File: config.mk
export PLATFORM = sky130hd
export DESIGN_NAME = pmu_ctrl_regs
export DESIGN_NICKNAME = d
export VERILOG_FILES = /design/src/pmu_ctrl_pkg.sv /design/src/sysv_link_if.sv /design/src/sysv_monitor.sv /design/src/pmu_ctrl_regs.sv
export VERILOG_INCLUDE_DIRS = /design/src
export SDC_FILE = /design/constraint.sdc
export NUM_CORES = 1
export LEC_CHECK = 0
export BUFFER_PORTS_ARGS = -buffer_cell sky130_fd_sc_hd__buf_2
export CAP_MARGIN = 30
export CORE_UTILIZATION = 53
export CTS_CLUSTER_SIZE = 14
export DETAILED_ROUTE_END_ITERATION = 12
export HOLD_SLACK_MARGIN = 0.12
export MAX_ROUTING_LAYER = met4
export PLACE_DENSITY = 0.84
export SKIP_LAST_GASP = 1
export SYNTH_ARGS = -nofsm -noshare
export SYNTH_HDL_FRONTEND = slang
export SYNTH_SLANG_ARGS = --single-unit
File: constraint.sdc
create_clock -name core_clk_i -period 2.7 [get_ports core_clk_i]
set_input_delay 0 -clock core_clk_i [delete_from_list [all_inputs] [get_ports core_clk_i]]
set_output_delay 0 -clock core_clk_i [all_outputs]
set_load 0.01 [all_outputs]
File: src/pmu_ctrl_regs.svh
`ifndef PMU_CTRL_REGS_SVH
`define PMU_CTRL_REGS_SVH

// Byte offsets of the documented registers (each at its own byte address)
`define OFF_SYS_MON        8'h00
`define OFF_SYS_MASTER     8'h01
`define OFF_BUCK1_PRI      8'h20
`define OFF_BUCK1_SEC      8'h21
`define OFF_BUCK1_CTL      8'h22
// Interrupt status and mask, chosen offsets
`define OFF_IRQ_STATUS     8'h80
`define OFF_IRQ_MASK       8'h81

// Field positions
`define SYS_TRST_BIT       7
`define SYS_RESP_BIT       6
`define SYS_UNMASK_BIT     5
`define SYS_LOW_BIT        4
`define MST_OFF_BIT        5
`define CTL_ON_BIT         7
`define CTL_PHASE_BIT      6
`define CTL_MODE_BIT       5
`define CTL_FLT_BIT        1
`define CTL_OK_BIT         0

// Writable masks
`define SYS_MON_WMASK      8'hEF
`define SYS_MST_WMASK      8'hFF
`define VSET_WMASK         8'h3F
`define CTL_WMASK          8'hFE
`define IRQ_WMASK          8'h03

// Reset values
`define SYS_MON_RST        8'h00
`define SYS_MST_RST        8'h00
`define BUCK1_PRI_RST      8'h24
`define BUCK1_SEC_RST      8'h24
`define BUCK1_CTL_RST      8'hA4
`define IRQ_MASK_RST       8'h00

// Interrupt status bits
`define IRQ_SYSV_BIT       0
`define IRQ_FAULT_BIT      1

// Reset time-out figures in ms and in 40 MHz cycles
`define CLK_HZ             40000000
`define RST_SHORT_MS       64
`define RST_LONG_MS        260
`define RST_SHORT_CYC      (`RST_SHORT_MS * (`CLK_HZ / 1000))
`define RST_LONG_CYC       (`RST_LONG_MS * (`CLK_HZ / 1000))

`endif

File: src/pmu_ctrl_pkg.sv
package pmu_ctrl_pkg;
    typedef enum logic [2:0] {
        ST_RUN   = 3'b001,
        ST_HOLD  = 3'b010,
        ST_SHDN  = 3'b100
    } pwr_state_t;
endpackage

File: src/sysv_link_if.sv
`timescale 1ns/1ps
interface sysv_link_if;
    logic       sysv_low;
    logic       low_event;
    modport ctrl (input sysv_low, input low_event);
    modport mon  (output sysv_low, output low_event);
endinterface

File: src/sysv_monitor.sv
`timescale 1ns/1ps
module sysv_monitor (
    input  wire logic core_clk_i,
    input  wire logic reset_n_i,
    input  wire logic below_i,
    sysv_link_if.mon  link
);
    logic below_q;
    logic low_q;
    logic event_q;

    ////////////////////////////////////////////////////////////////
    // Register the comparator level and flag its rising edge
    always_ff @(posedge core_clk_i or negedge reset_n_i) begin
        if (!reset_n_i) begin
            below_q <= 1'b0;
            low_q   <= 1'b0;
            event_q <= 1'b0;
        end else begin
            below_q <= below_i;
            low_q   <= below_q;
            event_q <= below_q & ~low_q;
        end
    end

    assign link.sysv_low  = low_q;
    assign link.low_event = event_q;
endmodule

File: src/pmu_ctrl_regs.sv
// Functional notes
// Reset time-out bit selects 64 ms when 1 and 260 ms when 0.
// Response bit picks interrupt when 1 or automatic shutdown when 0 on low supply.
// Supply-low interrupt is masked after reset and passes only once its unmask bit is 1.
// Read-only supply-low status reads 1 while supply is below threshold.
// Four-bit threshold code sits in bits 3:0 of the monitor register.
// Master-off bit turns all regulators off and self-clears on push button.
// Four scratch bits store only and clear on undervoltage.
// Primary voltage code drives the output while the select pin is low.
// Secondary voltage code drives the output while the select pin is high.
// Enable bit turns the first regulator on when 1 and off when 0.
// Phase bit selects 180 degree or in-phase operation.
// Mode bit forces PWM when 1, allows power saving when 0.
// Three-bit field selects turn-on delay.
// Fault mask bit lets fault interrupts through when 1.
// Read-only power-OK bit reflects the regulator output.
// Every bit returns to default on undervoltage.
// Registers are eight bits wide at byte addresses; read-only bits ignore writes.
//
// Design decision made here: the Wishbone interface to the registers.
`timescale 1ns/1ps
`include "pmu_ctrl_regs.svh"
module pmu_ctrl_regs (
    input  wire logic        core_clk_i,
    input  wire logic        reset_n_i,
    input  wire logic        wb_cyc_i,
    input  wire logic        wb_stb_i,
    input  wire logic        wb_we_i,
    input  wire logic [7:0]  wb_adr_i,
    input  wire logic [3:0]  wb_sel_i,
    input  wire logic [31:0] wb_dat_i,
    output logic      [31:0] wb_dat_o,
    output logic             wb_ack_o,
    input  wire logic        uvlo_i,
    input  wire logic        sysv_below_i,
    input  wire logic        push_button_input_n_i,
    input  wire logic        voltage_select_pin_i,
    input  wire logic        buck1_pgood_i,
    input  wire logic        buck1_fault_i,
    input  wire logic        reset_trigger_i,
    output logic      [3:0]  sysv_threshold_code_o,
    output logic      [5:0]  buck1_voltage_code_o,
    output logic             buck1_enable_o,
    output logic             buck1_phase_o,
    output logic             buck1_force_pwm_o,
    output logic      [2:0]  buck1_delay_o,
    output logic             all_regs_off_o,
    output logic             reset_out_n_o,
    output logic             irq_o
);
    logic [7:0]               mon_q;
    logic [7:0]               mst_q;
    logic [7:0]               pri_q;
    logic [7:0]               sec_q;
    logic [7:0]               ctl_q;
    logic [1:0]               irq_stat_q;
    logic [1:0]               irq_mask_q;
    logic                     pgood_q;
    logic                     fault_q;
    logic [23:0]              rst_cnt_q;
    pmu_ctrl_pkg::pwr_state_t state_q;
    logic                     wr_en;
    logic                     rd_en;
    logic [7:0]               wdat;
    logic                     sysv_low;
    logic [1:0]               irq_set;
    logic                     shut_req;

    sysv_link_if link ();

    sysv_monitor u_mon (
        .core_clk_i (core_clk_i),
        .reset_n_i  (reset_n_i),
        .below_i    (sysv_below_i),
        .link       (link.mon)
    );

    assign sysv_low = link.sysv_low;

    ////////////////////////////////////////////////////////////////
    // Bus decode; only byte lane 0 carries data
    assign wr_en = wb_cyc_i & wb_stb_i & wb_we_i & ~wb_ack_o & wb_sel_i[0];
    assign rd_en = wb_cyc_i & wb_stb_i & ~wb_we_i & ~wb_ack_o;
    assign wdat  = wb_dat_i[7:0];

    // Ack one cycle after the strobe, dropped the next cycle
    always_ff @(posedge core_clk_i or negedge reset_n_i) begin
        if (!reset_n_i) begin
            wb_ack_o <= 1'b0;
        end else begin
            wb_ack_o <= wb_cyc_i & wb_stb_i & ~wb_ack_o;
        end
    end

    ////////////////////////////////////////////////////////////////
    // Monitor register: supply-low status bit is never stored
    always_ff @(posedge core_clk_i or negedge reset_n_i) begin
        if (!reset_n_i) begin
            mon_q <= `SYS_MON_RST;
        end else if (uvlo_i) begin
            mon_q <= `SYS_MON_RST;
        end else if (wr_en && wb_adr_i == `OFF_SYS_MON) begin
            mon_q <= wdat & `SYS_MON_WMASK; // see R5
        end
    end

    // Master register; push button wins over a write of master-off
    always_ff @(posedge core_clk_i or negedge reset_n_i) begin
        if (!reset_n_i) begin
            mst_q <= `SYS_MST_RST;
        end else if (uvlo_i) begin
            mst_q <= `SYS_MST_RST; // see R7
        end else begin
            if (wr_en && wb_adr_i == `OFF_SYS_MASTER) begin
                mst_q <= wdat & `SYS_MST_WMASK;
            end
            if (!push_button_input_n_i) begin
                mst_q[`MST_OFF_BIT] <= 1'b0;
            end
        end
    end

    // First regulator voltage and control registers
    always_ff @(posedge core_clk_i or negedge reset_n_i) begin
        if (!reset_n_i) begin
            pri_q <= `BUCK1_PRI_RST;
            sec_q <= `BUCK1_SEC_RST;
            ctl_q <= `BUCK1_CTL_RST;
        end else if (uvlo_i) begin
            pri_q <= `BUCK1_PRI_RST;
            sec_q <= `BUCK1_SEC_RST;
            ctl_q <= `BUCK1_CTL_RST;
        end else if (wr_en) begin
            if (wb_adr_i == `OFF_BUCK1_PRI) begin
                pri_q <= wdat & `VSET_WMASK;
            end
            if (wb_adr_i == `OFF_BUCK1_SEC) begin
                sec_q <= wdat & `VSET_WMASK;
            end
            if (wb_adr_i == `OFF_BUCK1_CTL) begin
                ctl_q <= wdat & `CTL_WMASK;
            end
        end
    end

    ////////////////////////////////////////////////////////////////
    // Status inputs registered so readback is glitch free
    always_ff @(posedge core_clk_i or negedge reset_n_i) begin
        if (!reset_n_i) begin
            pgood_q <= 1'b0;
            fault_q <= 1'b0;
        end else begin
            pgood_q <= buck1_pgood_i;
            fault_q <= buck1_fault_i;
        end
    end

    // Events: supply-low in interrupt mode, regulator fault when allowed
    assign irq_set[`IRQ_SYSV_BIT]  = link.low_event & mon_q[`SYS_RESP_BIT];
    assign irq_set[`IRQ_FAULT_BIT] = buck1_fault_i & ~fault_q
                                     & ctl_q[`CTL_FLT_BIT];

    // Sticky bits; a new event beats a write-one clear
    always_ff @(posedge core_clk_i or negedge reset_n_i) begin
        if (!reset_n_i) begin
            irq_stat_q <= 2'b00;
        end else if (uvlo_i) begin
            irq_stat_q <= 2'b00;
        end else begin
            if (wr_en && wb_adr_i == `OFF_IRQ_STATUS) begin
                irq_stat_q <= (irq_stat_q & ~wdat[1:0]) | irq_set;
            end else begin
                irq_stat_q <= irq_stat_q | irq_set;
            end
        end
    end

    // Mask register; the supply-low path also needs its unmask bit
    always_ff @(posedge core_clk_i or negedge reset_n_i) begin
        if (!reset_n_i) begin
            irq_mask_q <= 2'b00;
        end else if (uvlo_i) begin
            irq_mask_q <= 2'b00;
        end else if (wr_en && wb_adr_i == `OFF_IRQ_MASK) begin
            irq_mask_q <= 2'(wdat & `IRQ_WMASK);
        end
    end

    // Level interrupt, registered
    always_ff @(posedge core_clk_i or negedge reset_n_i) begin
        if (!reset_n_i) begin
            irq_o <= 1'b0;
        end else begin
            irq_o <= (irq_stat_q[`IRQ_SYSV_BIT] & irq_mask_q[`IRQ_SYSV_BIT]
                      & mon_q[`SYS_UNMASK_BIT])
                   | (irq_stat_q[`IRQ_FAULT_BIT] & irq_mask_q[`IRQ_FAULT_BIT]);
        end
    end

    ////////////////////////////////////////////////////////////////
    // Power state: shutdown on master-off or low supply in shutdown mode
    assign shut_req = mst_q[`MST_OFF_BIT]
                    | (sysv_low & ~mon_q[`SYS_RESP_BIT]); // see R2

    always_ff @(posedge core_clk_i or negedge reset_n_i) begin
        if (!reset_n_i) begin
            state_q <= pmu_ctrl_pkg::ST_RUN;
        end else begin
            unique case (state_q)
                pmu_ctrl_pkg::ST_RUN: begin
                    if (shut_req) begin
                        state_q <= pmu_ctrl_pkg::ST_SHDN;
                    end else if (reset_trigger_i) begin
                        state_q <= pmu_ctrl_pkg::ST_HOLD;
                    end
                end
                pmu_ctrl_pkg::ST_HOLD: begin
                    if (shut_req) begin
                        state_q <= pmu_ctrl_pkg::ST_SHDN;
                    end else if (rst_cnt_q == 24'h00_0000) begin
                        state_q <= pmu_ctrl_pkg::ST_RUN;
                    end
                end
                pmu_ctrl_pkg::ST_SHDN: begin
                    if (!shut_req) begin
                        state_q <= pmu_ctrl_pkg::ST_HOLD;
                    end
                end
                default: begin
                    state_q <= pmu_ctrl_pkg::ST_RUN;
                end
            endcase
        end
    end

    // Reset time-out counter; reloads outside the hold state
    always_ff @(posedge core_clk_i or negedge reset_n_i) begin
        if (!reset_n_i) begin
            rst_cnt_q <= 24'h00_0000;
        end else if (state_q != pmu_ctrl_pkg::ST_HOLD) begin
            rst_cnt_q <= mon_q[`SYS_TRST_BIT] ? 24'(`RST_SHORT_CYC - 1)
                                              : 24'(`RST_LONG_CYC - 1);
        end else if (rst_cnt_q != 24'h00_0000) begin
            rst_cnt_q <= rst_cnt_q - 24'h00_0001;
        end
    end

    ////////////////////////////////////////////////////////////////
    // Regulator control outputs, all registered
    always_ff @(posedge core_clk_i or negedge reset_n_i) begin
        if (!reset_n_i) begin
            sysv_threshold_code_o <= 4'h0;
            buck1_voltage_code_o  <= 6'h00;
            buck1_enable_o        <= 1'b0;
            buck1_phase_o         <= 1'b0;
            buck1_force_pwm_o     <= 1'b0;
            buck1_delay_o         <= 3'h0;
            all_regs_off_o        <= 1'b0;
            reset_out_n_o         <= 1'b0;
        end else begin
            sysv_threshold_code_o <= mon_q[3:0];
            buck1_voltage_code_o  <= voltage_select_pin_i ? sec_q[5:0]
                                                          : pri_q[5:0];
            buck1_enable_o        <= ctl_q[`CTL_ON_BIT]
                                   & (state_q != pmu_ctrl_pkg::ST_SHDN);
            buck1_phase_o         <= ctl_q[`CTL_PHASE_BIT];
            buck1_force_pwm_o     <= ctl_q[`CTL_MODE_BIT];
            buck1_delay_o         <= ctl_q[4:2];
            all_regs_off_o        <= state_q == pmu_ctrl_pkg::ST_SHDN;
            reset_out_n_o         <= state_q == pmu_ctrl_pkg::ST_RUN;
        end
    end

    ////////////////////////////////////////////////////////////////
    // Read data registered with the ack; unmapped reads give zero
    always_ff @(posedge core_clk_i or negedge reset_n_i) begin
        if (!reset_n_i) begin
            wb_dat_o <= 32'h0000_0000;
        end else if (rd_en) begin
            unique case (wb_adr_i)
                `OFF_SYS_MON: begin
                    wb_dat_o <= {24'h00_0000, mon_q[7:5], sysv_low, mon_q[3:0]};
                end
                `OFF_SYS_MASTER: begin
                    wb_dat_o <= {24'h00_0000, mst_q};
                end
                `OFF_BUCK1_PRI: begin
                    wb_dat_o <= {24'h00_0000, pri_q};
                end
                `OFF_BUCK1_SEC: begin
                    wb_dat_o <= {24'h00_0000, sec_q};
                end
                `OFF_BUCK1_CTL: begin
                    wb_dat_o <= {24'h00_0000, ctl_q[7:1], pgood_q};
                end
                `OFF_IRQ_STATUS: begin
                    wb_dat_o <= {24'h00_0000, 6'h00, irq_stat_q};
                end
                `OFF_IRQ_MASK: begin
                    wb_dat_o <= {24'h00_0000, 6'h00, irq_mask_q};
                end
                default: begin
                    wb_dat_o <= 32'h0000_0000;
                end
            endcase
        end
    end
endmodule

==> flow_metrics.py, run 1 <==
metrics = {
    "global_route": {
        "grt_use_total_pct": 26.5,
        "grt_pass1_wl_um": 19800,
        "antenna_found_initial": 0,
        "grt_pass1_vias": 4024,
        "gr-total-overflow": 0,
        "grt_start_max_net_pins": 52,
    },
    "power_and_ir_drop": {
        "powerDensity_mw_per_mm2": 543,
        "ir_drop_v": 0.000310,
        "p_total_mw": 3.14,
        "p_leak_nw": 2.43,
    },
    "cts": {
        "clkTransAtPathRegs_ns": 0.10,
        "cts_tree": "built",
        "clk_path_buf_depth": 2,
        "clock_latency_ns": 0.37,
        "clock-sinks": 98,
        "ctsHtreeMaxLevel": 3,
        "numCtsBuffers": 9,
        "holdBufCountCts": 21,
        "clockRootBuffer": "clkbuf_8",
        "post_cts_resized": 0,
        "cts_setup_buffers": 0,
    },
    "setup_path": {
        "cp.buffers_inverters": 1,
        "startpoint_type": "register",
        "worst-path-stages": 6,
        "critPathTopFamily": "simple AND/OR/NAND/NOR gates",
        "crit_chain": "inv_1 -> ha_1 -> or4b_1 -> or4_1 -> o31a_2 -> o21a_1",
        "timing.rr.end": "rst_cnt_q[22]$_DFFE_PN0P_",
        "crit_end": "rst_cnt_q[22]$_DFFE_PN0P_",
        "ff2ff_setup_slack_ns": 0.24,
        "rr_startpoint": "rst_cnt_q[0]$_DFFE_PN0P_",
        "cp.required_ns": 2.97,
        "cpMaxStageDelayCell": "or4_1",
        "r2r_cells": 6,
        "slowest_delay_ns": 0.62,
        "worstPathMaxFanout": 6,
        "crit_path_end_kind": "register",
        "path_class": "reg2reg",
        "cp-startpoint": "rst_cnt_q[0]$_DFFE_PN0P_",
        "cp.arrival_ns": 2.74,
    },
    "floorplan": {
        "die-area_mm2": 0.00988,
        "die_y_um": 99.4,
        "start_util_pct": 54.7,
        "die_x_um": 99.4,
        "ioPinCount": 108,
        "placementRows": 35,
        "coreArea_mm2": 0.00920,
    },
    "finish": {
        "multi_input_area_mm2": 0.00233,
        "diodes": 0,
        "fin_nets": 610,
        "fin_area_mm2": 0.00578,
        "area_growth_pct": 14.9,
        "utilization_pct": 62.8,
        "nFillCells": 693,
        "layout-drive-gt1-share_pct": 22.1,
        "register_area_mm2": 0.00246,
        "final_common_cell": "dfrtp_1",
        "layout_common_cells": "dfrtp_1 (90), buf_2 (55), nor2_1 (42), mux2i_1 (28), conb_1 (24)",
    },
    "run_status": {
        "status": "completed",
    },
    "route": {
        "wl_met2_um": 5970,
        "highest_layer": "met4",
        "vias_per_cell": 6.16,
        "drt_iter0_markers": 319,
        "post_drt_wl_per_cell_um": 18.0,
        "met1_length_um": 4890,
        "wl_met3_um": 761,
        "drcViolationCount": 0,
        "final_antenna_net_count": 0,
        "wl_um": 12000,
        "vias": 4112,
        "first_pass_iters": 5,
    },
    "sta": {
        "worst_slew_pin_slew_ns": 0.851,
        "fin_worst_skew_ns": 0.0127,
        "fin_crit_ns": 2.46,
        "fmax_ghz": 0.406,
        "relSlewSlack_pct": 42.9,
        "final.setup.tns_ns": 0,
        "fin_ws_ns": 0.235,
        "period_share_pct": 91.3,
        "slew_viol_final": 0,
        "hold_violations": 0,
        "rsz0062_at_grt": "false",
        "setup_viol": 0,
    },
    "logic_synthesis": {
        "syn_area_mm2": 0.00503,
        "yosysWarnings": 0,
        "ys_seq_elements": 98,
        "syn_inst": 477,
        "synth_seq_area_share_pct": 49.0,
        "synth_edf_count": 0,
        "ys.flop_type": "dfrtp_1",
        "avgSynthCellArea_um2": 10.5,
        "ys_types": 69,
        "synthArstFlopShare_pct": 100,
    },
    "place": {
        "place_ws_ns": 0.291,
        "place_congestion": 0.995,
        "dpl_cell_area_mm2": 0.00538,
        "io_buffers": 56,
        "dp_hpwl_um": 8340,
    },
    "flow_run": {
        "maxCapViolations": 0,
    },
    "min_path": {
        "min_path_type": "in2reg",
    },
}
==> tightest hold or removal path, cell delays in order <==
cell and delay [ns]:
buf_2 0.09, buf_4 0.24, nor2_1 0.14
==> where the power goes <==
| part | internal, mW | total, mW | switching (mW) |
|---|---|---|---|
| Combinational | 0.207 | 0.519 | 0.312 |
| Clock | 0.381 | 0.938 | 0.558 |
| Sequential | 1.57 | 1.68 | 0.108 |
==> logic make-up (layout without fill, tap and decap cells) <==
logic type | after synthesis | in the layout | synth area share, %
xor+xnor | 3 | 3 | 0.523
flops | 98 | 98 | 49.0
simple gates | 173 | 173 | 20.9
compound gates | 96 | 96 | 13.5
buf+inv | 62 | 119 | 6.59
mux | 42 | 42 | 8.93
fa+ha+maj | 2 | 2 | 0.498
other cells | 1 | 24 | 0.0746
==> layer usage <==
layer	global-route usage, %	vias up
met5	-	-
met4	12.8	0
met3	4.71	45
met2	42.2	186
met1	33.0	2013
li1	-	1868
==> per-stage QoR <==
| step | hold slack [ns] | instances |
|---|---|---|
| detailed placement | 0.0784 | 631 |
| finish | 0.144 | 668 |
| global placement | 0.0734 | 631 |
| global route | 0.155 | 668 |
| floorplan | -0.296 | 500 |
| CTS | 0.133 | 668 |
==> synth_stat cells, types with 3 or more instances <==
cell type / number / area (µm²)
a211o_1: 8 / 70.1
a21oi_1: 15 / 75.1
a22o_1: 5 / 43.8
a22oi_1: 7 / 52.6
a31oi_1: 5 / 31.3
and2_1: 7 / 43.8
and3_1: 6 / 37.5
buf_2: 3 / 15.0
buf_4: 25 / 188
clkbuf_1: 21 / 78.8
dfrtp_1: 90 / 2250
dfstp_2: 8 / 210
inv_1: 11 / 41.3
mux2_2: 13 / 146
mux2i_1: 28 / 280
nand2_1: 19 / 71.3
nand2b_1: 7 / 43.8
nand3_1: 5 / 25.0
nand3b_1: 9 / 67.6
nand4_1: 5 / 31.3
nor2_1: 42 / 158
nor2b_1: 9 / 56.3
nor3_1: 16 / 80.1
nor3b_1: 4 / 30.0
nor4_1: 11 / 68.8
nor4_4: 4 / 85.1
nor4b_1: 4 / 35.0
o21ai_0: 18 / 90.1
o22ai_1: 5 / 31.3
o31ai_1: 7 / 52.6
or3_1: 4 / 25.0
or4_1: 6 / 45.0
==> registers in the layout, indices dropped and copies added (netlist names), 6 cells and up <==
name and count:
ctl_q 7, buck1_voltage_code_o 6, rst_cnt_q 24, sec_q 6, wb_dat_o 8, mon_q 7, pri_q 6, mst_q 8
==> area by class of cell <==
cell class / count / share of cell area [%]
sequential: 98 / 42.6
multi-input combinational: 340 / 40.2
timing repair buffer: 92 / 10.7
tap: 111 / 2.40
clock buffer: 10 / 2.38
clock inverter: 6 / 0.953
inverter: 11 / 0.714
==> how the worst min path moves through the flow <==
stage	slack, ns	from	depth (start not counted)	endpoint
final	0.14	uvlo_i	3	ctl_q[6]$_DFFE_PN0P_
after global routing	0.15	uvlo_i	3	ctl_q[1]$_DFFE_PN0P_
after CTS	0.13	uvlo_i	3	mst_q[4]$_DFFE_PN0P_
after detailed placement	0.08	reset_n_i	1	rst_cnt_q[14]$_DFFE_PN0P_
after global placement	0.07	reset_n_i	1	rst_cnt_q[14]$_DFFE_PN0P_
after floorplan	-0.30	reset_n_i	0	all_regs_off_o$_DFF_PN0_
Power figures use the tool's default switching activity.
==> run 2: changes to the inputs <==
- CORE_MARGIN: not set -> 10
- CORE_UTILIZATION: 53 -> 35
- PLACE_DENSITY: 0.84 -> 0.61
- SETUP_SLACK_MARGIN: not set -> 0.4
==> flow_metrics.py, run 2 (synthesized netlist as in run 1, its figures left out) <==
metrics = {
    "finish": {
        "top_regs": "rst_cnt_q x24, mst_q x8, wb_dat_o x8",
        "area_growth_pct": 19.0,
        "diodes": 0,
        "regMostFlops": "rst_cnt_q",
        "layout-drive-gt1-share_pct": 23.7,
        "fin_nets": 614,
        "layout_common_cells": "dfrtp_1 (88), buf_2 (55), nor2_1 (42), mux2i_1 (28), conb_1 (24)",
        "final_common_cell": "dfrtp_1",
        "multi_input_area_mm2": 0.00233,
        "nFillCells": 1372,
        "layoutNonFillerInstCount": 741,
        "register_area_mm2": 0.00246,
        "utilization_pct": 42.8,
        "largest_reg_flops": 24,
    },
    "place": {
        "place_congestion": 0.886,
        "io_buffers": 56,
        "placed_cells": 705,
        "dp_hpwl_um": 9600,
    },
    "setup_path": {
        "worstPathMaxFanout": 6,
        "startpoint_type": "register",
        "path_class": "reg2reg",
        "crit_path_end_kind": "register",
        "cp.required_ns": 2.94,
        "cp.arrival_ns": 2.46,
    },
    "sta": {
        "fmax_ghz": 0.450,
        "fin_worst_skew_ns": 0.00700,
        "fin_crit_ns": 2.22,
        "rsz0062_at_grt": "true",
        "relSlewSlack_pct": 41.6,
        "period_share_pct": 82.3,
        "setup_viol": 0,
        "slew_viol_final": 0,
        "hold_violations": 0,
        "worst_slew_pin_slew_ns": 0.876,
        "final.setup.tns_ns": 0,
    },
    "run_status": {
        "status": "completed",
    },
    "route": {
        "drcViolationCount": 0,
        "wl_um": 13300,
        "drt_iter0_markers": 338,
        "vias_per_cell": 5.48,
        "post_drt_wl_per_cell_um": 17.9,
        "vias": 4060,
        "first_pass_iters": 5,
        "final_antenna_net_count": 0,
    },
    "min_path": {
        "min_path_type": "in2reg",
    },
    "cts": {
        "clk_path_buf_depth": 2,
        "clockRootBuffer": "clkbuf_16",
        "clock-sinks": 98,
        "numCtsBuffers": 9,
        "clkTransAtPathRegs_ns": 0.07,
        "ctsHtreeMaxLevel": 3,
        "cts_tree": "built",
        "clock_latency_ns": 0.35,
    },
    "global_route": {
        "grt_pass1_wl_um": 21900,
        "gr-total-overflow": 0,
        "grt_pass1_vias": 4143,
        "grt_use_total_pct": 14.0,
        "antenna_found_initial": 0,
        "grt_start_max_net_pins": 70,
    },
    "floorplan": {
        "placementRows": 43,
        "start_util_pct": 35.9,
        "ioPinCount": 108,
        "die_y_um": 140,
        "die_x_um": 140,
        "coreArea_mm2": 0.0140,
        "die-area_mm2": 0.0196,
    },
    "flow_run": {
        "maxCapViolations": 0,
    },
    "power_and_ir_drop": {
        "p_leak_nw": 2.48,
        "ir_drop_v": 0.000437,
        "powerDensity_mw_per_mm2": 579,
    },
}
run 2: cell types whose count changed in the layout (fill, tap and decap cells not counted), moves of 2 or more:
| cell | change |
|---|---|
| clkbuf_1 | +3 |
| clkbuf_8 | -10 |
| buf_4 | +8 |
| dlygate4sd3_1 | -3 |
| inv_6 | -2 |
| dfrtp_1 | -2 |
| dfrtp_2 | +2 |
| clkbuf_16 | +9 |
run 2: final timing paths:
path | start | end | slack [ns] | cells past startpoint
worst max register to register | rst_cnt_q[1]$_DFFE_PN0P_ | rst_cnt_q[22]$_DFFE_PN0P_ | 0.48 | 6
worst min-delay path | uvlo_i | mon_q[0]$_DFFE_PN0P_ | 0.15 | 5
worst min register to register | u_mon.below_q$_DFF_PN0_ | u_mon.link.sysv_low$_DFF_PN0_ | 0.37 | 0
worst max-delay path | rst_cnt_q[1]$_DFFE_PN0P_ | rst_cnt_q[22]$_DFFE_PN0P_ | 0.48 | 6
min in group asynchronous | reset_n_i | rst_cnt_q[16]$_DFFE_PN0P_ | 0.31 | 2
max in group asynchronous | reset_n_i | mst_q[3]$_DFFE_PN0P_ | 1.62 | 3
run 2: metal layers:
layer  routed length, µm  part of all wire [%]  up-vias  GRT usage (%)
met5                   0                     0        -              -
met4                 170                   1.3        0           3.64
met2                6570                    50      127           22.5
met3                 730                   5.5       13           4.36
met1                5780                    44     2048           16.7
li1                    -                     -     1872              -
run 2: what timing repair did:
action	CTS	global route
pin swaps	0	2
hold buffers	18	0
gates cloned	0	0
resized for setup	1	3
setup buffers	0	2
setup endpoints to repair	2	8
endpoints found under the hold margin	109	0
run 2: final cells by class:
cell class                      instances  share of cell area [%]
Sequential cell                        98                    41.2
Clock buffer                           12                    3.95
Timing Repair Buffer                   96                    10.5
Inverter                               11                   0.690
Tap cell                              180                    3.76
Clock inverter                          4                   0.878
Multi-Input combinational cell        340                    39.0
run 2: stage by stage:
stage | setup slack (ns) | total power [mW] | area (µm²) | hold WS (ns)
after floorplan | 0.407 | 2.03 | 5120 | -0.296
after global placement | 0.446 | 2.18 | 5490 | 0.109
after detailed placement | 0.400 | 2.20 | 5490 | 0.110
after CTS | 0.442 | 3.50 | 5960 | 0.127
after global routing | 0.395 | 3.65 | 5980 | 0.165
final | 0.478 | 3.47 | 5980 | 0.147
run 2: power by group:
part | total, mW | switching (mW) | internal, mW
sequential | 1.68 | 0.101 | 1.58
combinational | 0.517 | 0.314 | 0.202
clock | 1.27 | 0.548 | 0.723
run 2: critical path, stage by stage, from the launching register on:
cell and delay [ns]:
dfrtp_2 0.44, inv_1 0.09, ha_2 0.17, or4b_1 0.45
or4_4 0.48, o31a_2 0.30, o21a_1 0.18
==> run 3: changes to the inputs <==
- clock period: 2.7 -> 2.2 ns (I/O delays scaled with it)
==> flow_metrics.py, run 3 (synthesized netlist as in run 1, its figures left out) <==
metrics = {
    "power_and_ir_drop": {
        "powerDensity_mw_per_mm2": 704,
        "p_total_mw": 4.57,
        "ir_drop_v": 0.000539,
        "p_leak_nw": 2.71,
    },
    "cts": {
        "numCtsBuffers": 9,
        "clkTransAtPathRegs_ns": 0.07,
        "cts_tree": "built",
        "ctsHtreeMaxLevel": 3,
        "clockRootBuffer": "clkbuf_16",
        "clock_latency_ns": 0.35,
        "clock-sinks": 98,
        "clk_path_buf_depth": 2,
    },
    "route": {
        "drt_iter0_markers": 330,
        "vias_per_cell": 5.44,
        "post_drt_wl_per_cell_um": 18.4,
        "final_antenna_net_count": 0,
        "vias": 4237,
        "first_pass_iters": 5,
        "wl_um": 14300,
        "drcViolationCount": 0,
    },
    "floorplan": {
        "die_y_um": 140,
        "coreArea_mm2": 0.0140,
        "start_util_pct": 35.9,
        "placementRows": 43,
        "ioPinCount": 108,
        "die_x_um": 140,
        "die-area_mm2": 0.0196,
    },
    "setup_path": {
        "r2r_cells": 6,
        "crit_chain": "inv_2 -> ha_4 -> or4b_4 -> or4_4 -> o31a_2 -> o21a_1",
        "startpoint_type": "register",
        "worstPathMaxFanout": 5,
        "timing.rr.end": "rst_cnt_q[22]$_DFFE_PN0P_",
        "crit_path_end_kind": "register",
        "rr_startpoint": "rst_cnt_q[0]$_DFFE_PN0P_",
        "cpMaxStageDelayCell": "or4b_4",
        "cp.required_ns": 2.44,
        "cp.arrival_ns": 2.36,
        "cp.buffers_inverters": 1,
        "ff2ff_setup_slack_ns": 0.08,
        "critPathTopFamily": "simple AND/OR/NAND/NOR gates",
        "cp-startpoint": "rst_cnt_q[0]$_DFFE_PN0P_",
        "slowest_delay_ns": 0.46,
        "path_class": "reg2reg",
    },
    "sta": {
        "rsz0062_at_grt": "true",
        "fin_worst_skew_ns": 0.00938,
        "worst_slew_pin_slew_ns": 0.784,
        "hold_violations": 0,
        "period_share_pct": 96.2,
        "fin_crit_ns": 2.12,
        "hold-worst-slack_ns": 0.147,
        "slew_viol_final": 0,
        "fin_ws_ns": 0.0831,
        "fmax_ghz": 0.472,
        "relSlewSlack_pct": 47.3,
        "setup_viol": 0,
    },
    "min_path": {
        "min_delay_worst_endpoint": "wb_ack_o$_DFF_PN0_",
        "min_from": "wb_cyc_i",
        "whs_path_depth": 4,
        "min_path_type": "in2reg",
    },
    "finish": {
        "fin_nets": 652,
        "regMostFlops": "rst_cnt_q",
        "nFillCells": 1333,
        "top_regs": "rst_cnt_q x24, mst_q x8, wb_dat_o x8",
        "layout_common_cells": "dfrtp_1 (90), buf_2 (55), buf_4 (47), nor2_1 (41), mux2i_1 (28)",
        "largest_reg_flops": 24,
        "final_common_cell": "dfrtp_1",
        "diodes": 0,
        "layout-drive-gt1-share_pct": 31.2,
        "area_growth_pct": 29.1,
    },
    "global_route": {
        "grt_pass1_wl_um": 22700,
        "antenna_found_initial": 0,
        "grt_pass1_vias": 4222,
        "gr-total-overflow": 0,
        "grt_use_total_pct": 14.5,
        "grt_start_max_net_pins": 49,
    },
    "flow_run": {
        "maxCapViolations": 0,
    },
    "run_status": {
        "status": "completed",
    },
    "place": {
        "place_congestion": 0.885,
        "place_ws_ns": 0.000229,
        "io_buffers": 56,
        "dp_hpwl_um": 10000,
    },
}
-- run 3: metal layers --
metal  routed length [µm]  track usage [%]  vias up  share of wire, %
li1                     -                -     1952                 -
met1                 6360             18.3     2124                44
met2                 6960             22.4      132                49
met3                  617             2.72       29               4.3
met4                  362             5.71        0               2.5
met5                    0                -        -                 0
-- run 3: how the worst max path moves through the flow --
stage	depth (start not counted)	slack [ns]	endpoint
4_1_cts	6	0.08	rst_cnt_q[22]$_DFFE_PN0P_
5_1_grt	6	0.03	rst_cnt_q[16]$_DFFE_PN0P_
6_report	6	0.08	rst_cnt_q[22]$_DFFE_PN0P_
3_5_place_dp	6	0.0002	rst_cnt_q[22]$_DFFE_PN0P_
2_1_floorplan	8	-0.04	rst_cnt_q[22]$_DFFE_PN0P_
3_3_place_gp	6	0.06	rst_cnt_q[22]$_DFFE_PN0P_
-- run 3: area by class of cell --
class                   count  area (µm²)  share of cell area, %
multi-input cells         341        2470                   38.1
flip-flops and latches     98        2460                   37.9
repair buffers            133         961                   14.8
clock buffers              11         243                   3.74
well taps                 180         225                   3.47
clock inverters             5        85.1                   1.31
inverters                  11        41.3                  0.636
-- run 3: report_power, final --
group	switching, mW	internal [mW]	total [mW]
logic	0.457	0.329	0.786
clock network	0.709	1.03	1.74
registers	0.109	1.93	2.04
total	1.28	3.30	4.57
-- run 3: what timing repair did --
item,in CTS,in global routing
buffers inserted,3,13
resized for setup,12,24
cloned,0,1
setup endpoints to repair,33,30
endpoints found under the hold margin,96,0
hold buffers,20,0
pin swaps,3,8
-- run 3: tightest hold or removal path, stage by stage --
cell	delay, ns
buf_2	0.07
nand3b_1	0.06
buf_4	0.18
inv_1	0.13
-- run 3: metrics by stage --
stage | cells | setup TNS (ns) | area [µm²] | util, %
detailed placement | 726 | 0 | 5680 | 40.6
global placement | 726 | 0 | 5680 | 40.6
floorplan | 500 | -0.0629 | 5140 | -
finish | 779 | 0 | 6490 | 46.4
global route | 779 | 0 | 6490 | 46.4
CTS | 765 | 0 | 6290 | 44.9
